`src/pkg/lss_pkg.sv`:
```
// Shared constants of the link startup sequencer, both ends
// How it works
// - Sequence runs only with application select low
// - Autostart: defaults, then video link on clock
// - No autostart: defaults, link only on command
// - Controller picks video or configuration link enable
// - Controller waits about 3 ms after enable ack
// - Configuration writes replace device defaults, acknowledged
// - Controller enables video later if not yet
// - Video data serialized after video link up
// - System sets upper straps before power-up
// - One-ended configuration inputs are tied low
// - Configuration link holds until video overrides it or its enable bit is cleared
// - Control channel only once a link is up
package lss_pkg;
  // ****************************************************
  // Timing
  // ****************************************************
  localparam int unsigned CLK_HZ      = 50_000_000;
  localparam int unsigned WAIT_US     = 3000;
  localparam int unsigned WAIT_CYC    = WAIT_US * (CLK_HZ / 1_000_000);
  localparam int unsigned LOCK_US     = 1000;
  localparam int unsigned LOCK_CYC    = LOCK_US * (CLK_HZ / 1_000_000);
  localparam int          CNT_W       = 18;
  localparam int unsigned BOOT_CYC    = 3;
  // ****************************************************
  // Command map and fields
  // ****************************************************
  localparam logic        ADDR_LINK   = 1'b0;
  localparam logic        ADDR_CFG    = 1'b1;
  localparam int          LNK_SER_BIT = 0;
  localparam int          LNK_CFG_BIT = 1;
  localparam logic [7:0]  LNK_SER_VAL = 8'h01;
  localparam logic [7:0]  LNK_CFG_VAL = 8'h02;
  localparam logic [7:0]  CFG_RESET   = 8'h00;
  localparam int          NOAUTO_BIT  = 1;
  localparam int          DATA_W      = 8;
endpackage : lss_pkg

```
`src/pkg/lss_if.sv`:
```
// Command and video channel between controller and device
`timescale 1ns/1ps
`default_nettype none
interface lss_if;
  logic       cmd_valid;
  logic       cmd_remote;
  logic       cmd_addr;
  logic [7:0] cmd_data;
  logic       ack;
  logic       ack_ok;
  logic       vid_valid;
  logic [7:0] vid_data;
  logic       vid_ready;
  modport dev (
    input  cmd_valid, cmd_remote, cmd_addr, cmd_data, vid_valid, vid_data,
    output ack, ack_ok, vid_ready
  );
  modport host (
    output cmd_valid, cmd_remote, cmd_addr, cmd_data, vid_valid, vid_data,
    input  ack, ack_ok, vid_ready
  );
endinterface : lss_if
`default_nettype wire

```
`src/logic/lss_device.sv`:
```
// Serializer end: strap capture, link state machine, serializer
`timescale 1ns/1ps
`default_nettype none
module lss_device #(
  parameter int unsigned LOCK_CYC = lss_pkg::LOCK_CYC
) (
  input  wire logic       clk,
  input  wire logic       reset_n,
  lss_if.dev              bus,
  input  wire logic       application_select,
  input  wire logic [1:0] upper_config_straps,
  input  wire logic       pclk_present,
  output var  logic       ser_out,
  output var  logic       ser_out_en,
  output var  logic       cfg_link_up,
  output var  logic       vid_link_up,
  output var  logic [7:0] cfg_value,
  output var  logic       rem_wr_valid,
  output var  logic [7:0] rem_wr_data
);
  localparam int CW = lss_pkg::CNT_W;

  typedef enum logic [2:0] {
    ST_IDLE, ST_CLOCK, ST_CUP, ST_VLOCK, ST_VUP
  } lss_state_e;

  // ****************************************************
  // Pin synchronisers
  // ****************************************************
  logic [3:0] pin_meta_r;
  logic [3:0] pin_sync_r;
  logic       app_s;
  logic [1:0] straps_s;
  logic       pclk_s;

  always_ff @(posedge clk or negedge reset_n) begin
    if (!reset_n) begin
      pin_meta_r <= 4'h0;
      pin_sync_r <= 4'h0;
    end else begin
      pin_meta_r <= {pclk_present, upper_config_straps, application_select};
      pin_sync_r <= pin_meta_r;
    end
  end

  assign app_s    = pin_sync_r[0];
  assign straps_s = pin_sync_r[2:1];
  assign pclk_s   = pin_sync_r[3];

  // ****************************************************
  // State
  // ****************************************************
  lss_state_e    st_r,        st_nxt;
  logic [CW-1:0] cnt_r,       cnt_nxt;
  logic [1:0]    boot_cnt_r,  boot_cnt_nxt;
  logic          boot_done_r, boot_done_nxt;
  logic          disp_r,      disp_nxt;
  logic          ser_en_r,    ser_en_nxt;
  logic          cfg_en_r,    cfg_en_nxt;
  logic [7:0]    cfg_val_r,   cfg_val_nxt;
  logic          ack_r,       ack_nxt;
  logic          ack_ok_r,    ack_ok_nxt;
  logic          rem_v_r,     rem_v_nxt;
  logic [7:0]    rem_d_r,     rem_d_nxt;
  logic [7:0]    sh_r,        sh_nxt;
  logic [3:0]    bits_r,      bits_nxt;
  logic          so_r,        so_nxt;
  logic          so_en_r,     so_en_nxt;
  logic          rdy_r,       rdy_nxt;
  logic          cup_r,       cup_nxt;
  logic          vup_r,       vup_nxt;
  logic          link_up;
  logic          vid_go;
  logic          load;

  always_comb begin
    st_nxt        = st_r;
    cnt_nxt       = cnt_r;
    boot_cnt_nxt  = boot_cnt_r;
    boot_done_nxt = boot_done_r;
    disp_nxt      = disp_r;
    ser_en_nxt    = ser_en_r;
    cfg_en_nxt    = cfg_en_r;
    cfg_val_nxt   = cfg_val_r;
    ack_nxt       = 1'b0;
    ack_ok_nxt    = 1'b0;
    rem_v_nxt     = 1'b0;
    rem_d_nxt     = rem_d_r;
    sh_nxt        = sh_r;
    bits_nxt      = bits_r;
    so_nxt        = 1'b0;
    link_up       = (st_r == ST_CUP) || (st_r == ST_VUP);
    vid_go        = ser_en_r && pclk_s;
    load          = bus.vid_valid && rdy_r;

    if (!boot_done_r) begin
      boot_cnt_nxt = boot_cnt_r + 2'h1;
      if (boot_cnt_r == 2'(lss_pkg::BOOT_CYC)) begin
        boot_done_nxt = 1'b1;
        disp_nxt      = !app_s;
        ser_en_nxt    = !straps_s[lss_pkg::NOAUTO_BIT];
      end
    end

    if (bus.cmd_valid && !ack_r) begin
      ack_nxt = 1'b1;
      if (bus.cmd_remote) begin
        ack_ok_nxt = link_up;
        rem_v_nxt  = link_up;
        if (link_up) begin
          rem_d_nxt = bus.cmd_data;
        end
      end else begin
        ack_ok_nxt = 1'b1;
        if (bus.cmd_addr == lss_pkg::ADDR_LINK) begin
          ser_en_nxt = bus.cmd_data[lss_pkg::LNK_SER_BIT];
          cfg_en_nxt = bus.cmd_data[lss_pkg::LNK_CFG_BIT];
        end else begin
          cfg_val_nxt = bus.cmd_data;
        end
      end
    end

    case (st_r)
      ST_IDLE: begin
        if (boot_done_r && disp_r) begin
          if (vid_go) begin
            st_nxt  = ST_VLOCK;
            cnt_nxt = '0;
          end else if (cfg_en_r) begin
            st_nxt  = ST_CLOCK;
            cnt_nxt = '0;
          end
        end
      end
      ST_CLOCK: begin
        if (vid_go) begin
          st_nxt  = ST_VLOCK;
          cnt_nxt = '0;
        end else if (!cfg_en_r) begin
          st_nxt = ST_IDLE;
        end else if (cnt_r == CW'(LOCK_CYC - 1)) begin
          st_nxt = ST_CUP;
        end else begin
          cnt_nxt = cnt_r + 1'b1;
        end
      end
      ST_CUP: begin
        if (vid_go) begin
          st_nxt  = ST_VLOCK;
          cnt_nxt = '0;
        end else if (!cfg_en_r) begin
          st_nxt = ST_IDLE;
        end
      end
      ST_VLOCK: begin
        if (!vid_go) begin
          st_nxt = ST_IDLE;
        end else if (cnt_r == CW'(LOCK_CYC - 1)) begin
          st_nxt = ST_VUP;
        end else begin
          cnt_nxt = cnt_r + 1'b1;
        end
      end
      ST_VUP: begin
        if (!vid_go) begin
          st_nxt = ST_IDLE;
        end
      end
      default: begin
        st_nxt = ST_IDLE;
      end
    endcase

    if (load) begin
      so_nxt   = bus.vid_data[0];
      sh_nxt   = bus.vid_data >> 1;
      bits_nxt = 4'h7;
    end else if (bits_r != 4'h0) begin
      so_nxt   = sh_r[0];
      sh_nxt   = sh_r >> 1;
      bits_nxt = bits_r - 4'h1;
    end
    if (st_nxt != ST_VUP) begin
      bits_nxt = 4'h0;
    end
    rdy_nxt   = (st_nxt == ST_VUP) && (bits_nxt == 4'h0);
    so_en_nxt = (st_nxt != ST_IDLE);
    cup_nxt   = (st_nxt == ST_CUP);
    vup_nxt   = (st_nxt == ST_VUP);
  end

  always_ff @(posedge clk or negedge reset_n) begin
    if (!reset_n) begin
      st_r        <= ST_IDLE;
      cnt_r       <= '0;
      boot_cnt_r  <= 2'h0;
      boot_done_r <= 1'b0;
      disp_r      <= 1'b0;
      ser_en_r    <= 1'b0;
      cfg_en_r    <= 1'b0;
      cfg_val_r   <= lss_pkg::CFG_RESET;
      ack_r       <= 1'b0;
      ack_ok_r    <= 1'b0;
      rem_v_r     <= 1'b0;
      rem_d_r     <= 8'h00;
      sh_r        <= 8'h00;
      bits_r      <= 4'h0;
      so_r        <= 1'b0;
      so_en_r     <= 1'b0;
      rdy_r       <= 1'b0;
      cup_r       <= 1'b0;
      vup_r       <= 1'b0;
    end else begin
      st_r        <= st_nxt;
      cnt_r       <= cnt_nxt;
      boot_cnt_r  <= boot_cnt_nxt;
      boot_done_r <= boot_done_nxt;
      disp_r      <= disp_nxt;
      ser_en_r    <= ser_en_nxt;
      cfg_en_r    <= cfg_en_nxt;
      cfg_val_r   <= cfg_val_nxt;
      ack_r       <= ack_nxt;
      ack_ok_r    <= ack_ok_nxt;
      rem_v_r     <= rem_v_nxt;
      rem_d_r     <= rem_d_nxt;
      sh_r        <= sh_nxt;
      bits_r      <= bits_nxt;
      so_r        <= so_nxt;
      so_en_r     <= so_en_nxt;
      rdy_r       <= rdy_nxt;
      cup_r       <= cup_nxt;
      vup_r       <= vup_nxt;
    end
  end

  // ****************************************************
  // Outputs
  // ****************************************************
  assign bus.ack       = ack_r;
  assign bus.ack_ok    = ack_ok_r;
  assign bus.vid_ready = rdy_r;
  assign ser_out       = so_r;
  assign ser_out_en    = so_en_r;
  assign cfg_link_up   = cup_r;
  assign vid_link_up   = vup_r;
  assign cfg_value     = cfg_val_r;
  assign rem_wr_valid  = rem_v_r;
  assign rem_wr_data   = rem_d_r;
endmodule : lss_device
`default_nettype wire

```
`src/flat_wrapper.sv`:
```
// flat-port wrapper written by rule: the top's interface ports become plain ports
module lss_device_flat 
#(
  parameter int unsigned LOCK_CYC = lss_pkg::LOCK_CYC
)
  (clk, reset_n, application_select, upper_config_straps, pclk_present, ser_out, ser_out_en, cfg_link_up, vid_link_up, cfg_value, rem_wr_valid, rem_wr_data, bus_cmd_valid, bus_cmd_remote, bus_cmd_addr, bus_cmd_data, bus_vid_valid, bus_vid_data, bus_ack, bus_ack_ok, bus_vid_ready);
  lss_if bus_i ();
  input  wire logic clk;
  input  wire logic reset_n;
  input  wire logic application_select;
  input  wire logic [1:0] upper_config_straps;
  input  wire logic pclk_present;
  output var  logic ser_out;
  output var  logic ser_out_en;
  output var  logic cfg_link_up;
  output var  logic vid_link_up;
  output var  logic [7:0] cfg_value;
  output var  logic rem_wr_valid;
  output var  logic [7:0] rem_wr_data;
  input wire logic [$bits(bus_i.cmd_valid)-1:0] bus_cmd_valid;
  input wire logic [$bits(bus_i.cmd_remote)-1:0] bus_cmd_remote;
  input wire logic [$bits(bus_i.cmd_addr)-1:0] bus_cmd_addr;
  input wire logic [$bits(bus_i.cmd_data)-1:0] bus_cmd_data;
  input wire logic [$bits(bus_i.vid_valid)-1:0] bus_vid_valid;
  input wire logic [$bits(bus_i.vid_data)-1:0] bus_vid_data;
  output wire logic [$bits(bus_i.ack)-1:0] bus_ack;
  output wire logic [$bits(bus_i.ack_ok)-1:0] bus_ack_ok;
  output wire logic [$bits(bus_i.vid_ready)-1:0] bus_vid_ready;
  assign bus_i.cmd_valid = bus_cmd_valid;
  assign bus_i.cmd_remote = bus_cmd_remote;
  assign bus_i.cmd_addr = bus_cmd_addr;
  assign bus_i.cmd_data = bus_cmd_data;
  assign bus_i.vid_valid = bus_vid_valid;
  assign bus_i.vid_data = bus_vid_data;
  assign bus_ack = bus_i.ack;
  assign bus_ack_ok = bus_i.ack_ok;
  assign bus_vid_ready = bus_i.vid_ready;
  lss_device #(.LOCK_CYC(LOCK_CYC)) u_core (.clk(clk), .reset_n(reset_n), .bus(bus_i), .application_select(application_select), .upper_config_straps(upper_config_straps), .pclk_present(pclk_present), .ser_out(ser_out), .ser_out_en(ser_out_en), .cfg_link_up(cfg_link_up), .vid_link_up(vid_link_up), .cfg_value(cfg_value), .rem_wr_valid(rem_wr_valid), .rem_wr_data(rem_wr_data));
endmodule
```
`config.mk`:
```
export PLATFORM = sky130hd
export DESIGN_NAME = lss_device_flat
export DESIGN_NICKNAME = d
export VERILOG_FILES = /design/src/pkg/lss_pkg.sv /design/src/pkg/lss_if.sv /design/src/logic/lss_device.sv /design/src/flat_wrapper.sv
export SDC_FILE = /design/constraint.sdc
export NUM_CORES = 1
export LEC_CHECK = 0
export BUFFER_PORTS_ARGS = -buffer_cell sky130_fd_sc_hd__buf_2
export CORE_MARGIN = 3
export CORE_UTILIZATION = 56
export CTS_CLUSTER_SIZE = 10
export DETAILED_ROUTE_END_ITERATION = 10
export PLACE_DENSITY_LB_ADDON = 0.12
export SYNTH_ARGS = -nofsm -noshare
export SYNTH_HDL_FRONTEND = slang
export SYNTH_SLANG_ARGS = --single-unit
```
`constraint.sdc`:
```
create_clock -name clk -period 3.2 [get_ports clk]
set_clock_uncertainty 0.2 [all_clocks]
set_input_delay 0.64 -clock clk [delete_from_list [all_inputs] [get_ports clk]]
set_output_delay 0.64 -clock clk [all_outputs]
set_load 0.02 [all_outputs]
```
==> results.md <==
* Worst setup SP type: register
* Total gr overflow at 0
* Async SR Flop Fraction at 100%
* Final wirelength at 6.10 mm
* Antenna Cells at 0
* Register share of total power at 46.3%
* Final WS setup at 777 ps
* Total number of vias at 2,228
* Worst vdd ir at 0.000469 V
* Mapped Cells at 277
* DR vias/cell at 5.47
* DRC viols at 0
* GP Congestion at 0.797
* H-tree Lvls at 3
* Clock group share of total power at 29.7%
* Initial antenna violation count at 0
* Post-Layout Cell Count at 407
* Post-DP HPWL at 4.29 mm
* Logic pwr share at 24.0%
* Most frequent cells in the layout: dfrtp_1, buf_2, nor2_1
* Setup TNS at 0 ps
* Inst Count DP at 391
* Leak pwr at 1.75 nW
* Die height at 80.6 microns
* Final antenna-violating net count at 0
* CORE AREA at 5240 sq um
* Worst-case clock buffer depth at 2
* Yosys reg bits at 68
* RSZ-0062 raised after global routing: no
* Fin nets at 361
* Internal Power at 1.57 mW
* Tmin final at 2420 ps
* Peak Freq at 0.413 GHz
* Filler cells at 407
* I/O Pins at 50
* Post-route design area at 3620 sq um
* CP top delay family: simple AND/OR/NAND/NOR gates
* Slowest cell on the critical path: or3b_2
* Skew-Pair Late Insertion Delay at 340 ps
* Post-synth EDFFs at 0
* Max_slew headroom at 53.0%
* Crit. End Element: register
* Sequential share of the synthesized area at 54.7%
* CP arrival at 2440 ps
* Synth Cell Area at 3110 sq um
* Total track usage at 21.2%
* Final period util at 75.7%
* Hold Buf Count CTS at 0
* Placed cell area at 3420 sq um
* Worst Path Required at 3210 ps
* Pwr dens at 642 nW/um^2
* Yosys warns at 0
* Synth Flop Type: dfrtp_1
* Final Total Pwr at 2.32 mW
* Max-Cap Viols at 0
* Post-synth net total at 306
* Die Footprint at 6490 sq um
* Root buffer cell: clkbuf_8
* Max incr delay on CP at 440 ps
* Post-CTS Resized at 0
* # setup viols final at 0
* Avg Synthesized Cell Area at 11.2 sq um
* # rows at 26
* Layout area overhead at 16.2%
* TritonCTS clock tree: done
* Worst setup path class: reg2reg
* Commonest non-fill, non-tap cell in the layout: dfrtp_1
* Worst-path fanout max at 11
* Wire per inst at 15.0 microns
* Proportion of layout cells with a drive suffix above 1 at 30.0%
* Clock sink count at 68
* Slew Limit Fails at 0
* CP Cell Sequence: ha_1 -> and3_2 -> nand3_1 -> nor2_1 -> a21oi_1 -> buf_4 -> or3b_2
* Setup WS pre-CTS at 810 ps
* Global-route wire length before repair at 10.4 mm
* Vias in the first global route at 2,312
* Starting density of the core at 59.4%
* Switching pwr at 0.747 mW
* Tightest Hold Check Type: in2async
* Final hold vios at 0
* Status: complete, no violations
* Initial DRC count at 161
* Cell variety after synth at 53
* Worst path bufs/invs at 1
* Switching Fraction at 32.2%
* Initial DRT Pass Iterations at 4
* Slew @ Worst Pin at 703 ps
* CTS buffer count at 9
* Largest net degree at the start of global routing at 41
* CTS clk-pin slew, worst paths at 70 ps
* Postcts setup bufs at 0
* DIE WIDTH at 80.6 microns
* Port Buf Inserts at 48
[logic make-up after synthesis]
kind of cell / Yosys count / synth area share, %
DFF: 68 / 54.7
adders and majority gates: 3 / 1.21
xor gates and xnor gates: 17 / 4.78
and+or+nand+nor: 104 / 17.6
muxes: 26 / 9.08
buffers and inverters: 16 / 2.97
AOI/OAI and AO/OA: 43 / 9.65
[power by group through the flow]
| stage | logic [mW] | registers [mW] | clock network, mW |
|---|---|---|---|
| after global placement | 0.550 | 1.08 | 0 |
| after global routing | 0.611 | 1.09 | 0.747 |
| after CTS | 0.563 | 1.07 | 0.702 |
| after floorplan | 0.296 | 1.17 | 0 |
| final | 0.556 | 1.08 | 0.689 |
| after detailed placement | 0.561 | 1.09 | 0 |
[flip-flops by register name, summed over array words and instances, names as in the netlist, 2 cells and up]
| register | count |
|---|---|
| u_core.cnt_r | 18 |
| u_core.cfg_value | 8 |
| u_core.rem_wr_data | 8 |
| u_core.sh_r | 7 |
| u_core.bits_r | 4 |
| u_core.pin_meta_r | 3 |
| u_core.pin_sync_r | 3 |
| u_core.st_r | 3 |
| u_core.boot_cnt_r | 2 |
[area by class of cell]
| cell class | count | area, sq um | area share (%) |
|---|---|---|---|
| clock buffers | 10 | 128 | 3.53 |
| clock inverters | 6 | 63.8 | 1.76 |
| inverters | 7 | 26.3 | 0.727 |
| multi-input cells | 193 | 1320 | 36.5 |
| flip-flops and latches | 68 | 1700 | 47.1 |
| well taps | 70 | 87.6 | 2.42 |
| repair buffers | 53 | 290 | 8.03 |
[per-layer routing]
layer / share of wire, % / routed length, microns / global-route usage, % / up-vias
met1: 46 / 2780 / 25.9 / 1090
met5: 0 / 0 / 0 / -
li1: - / - / - / 1086
met2: 49 / 2970 / 34.6 / 44
met4: 1.5 / 91 / 6.59 / 0
met3: 4.3 / 263 / 8.30 / 8
[metrics by stage]
| step | hold slack [ps] | util (%) |
|---|---|---|
| after global placement | 135 | 65.4 |
| final | 126 | 69.0 |
| after CTS | 151 | 69.0 |
| after detailed placement | 141 | 65.4 |
| after global routing | 154 | 69.0 |
| after floorplan | 131 | - |
[worst paths after layout]
kind / from / to / slack (ps) / cells after the start
min in group clk: u_core.pin_meta_r[2] / u_core.pin_sync_r[2] / 150 / 0
setup / recovery: u_core.cnt_r[0] / u_core.ser_out_en / 780 / 7
hold reg to reg: u_core.pin_meta_r[2] / u_core.pin_sync_r[2] / 150 / 0
hold / removal: reset_n / u_core.disp_r / 130 / 1
setup reg to reg: u_core.cnt_r[0] / u_core.ser_out_en / 780 / 7
max in group asynchronous: reset_n / u_core.cfg_value[4] / 2040 / 2
[worst register-to-register path: cells and delay by family, from the launching register on]
kind | cells | cell delay [ps]
adder cells (fa/ha/maj) | 1 | 230
AO/OA/AOI/OAI | 1 | 160
AND/OR/NAND/NOR | 4 | 1110
buffers and inverters | 1 | 180
flip-flops | 1 | 410
[cells in the mapped netlist (4+ instances only)]
master | instances | area share, %
xnor2_1 | 7 | 2.0
and3_1 | 4 | 0.80
nand2b_1 | 4 | 0.80
nand3_1 | 9 | 1.4
mux2i_1 | 8 | 2.6
buf_6 | 4 | 1.4
nand2_1 | 20 | 2.4
xor2_1 | 10 | 2.8
dfrtp_1 | 68 | 55
a21oi_1 | 17 | 2.7
inv_1 | 7 | 0.84
nor2_1 | 32 | 3.9
nor3_1 | 6 | 0.96
mux2_2 | 18 | 6.5
nor2b_1 | 4 | 0.80
o211ai_1 | 6 | 1.4
(Power assumes the default switching activity.)
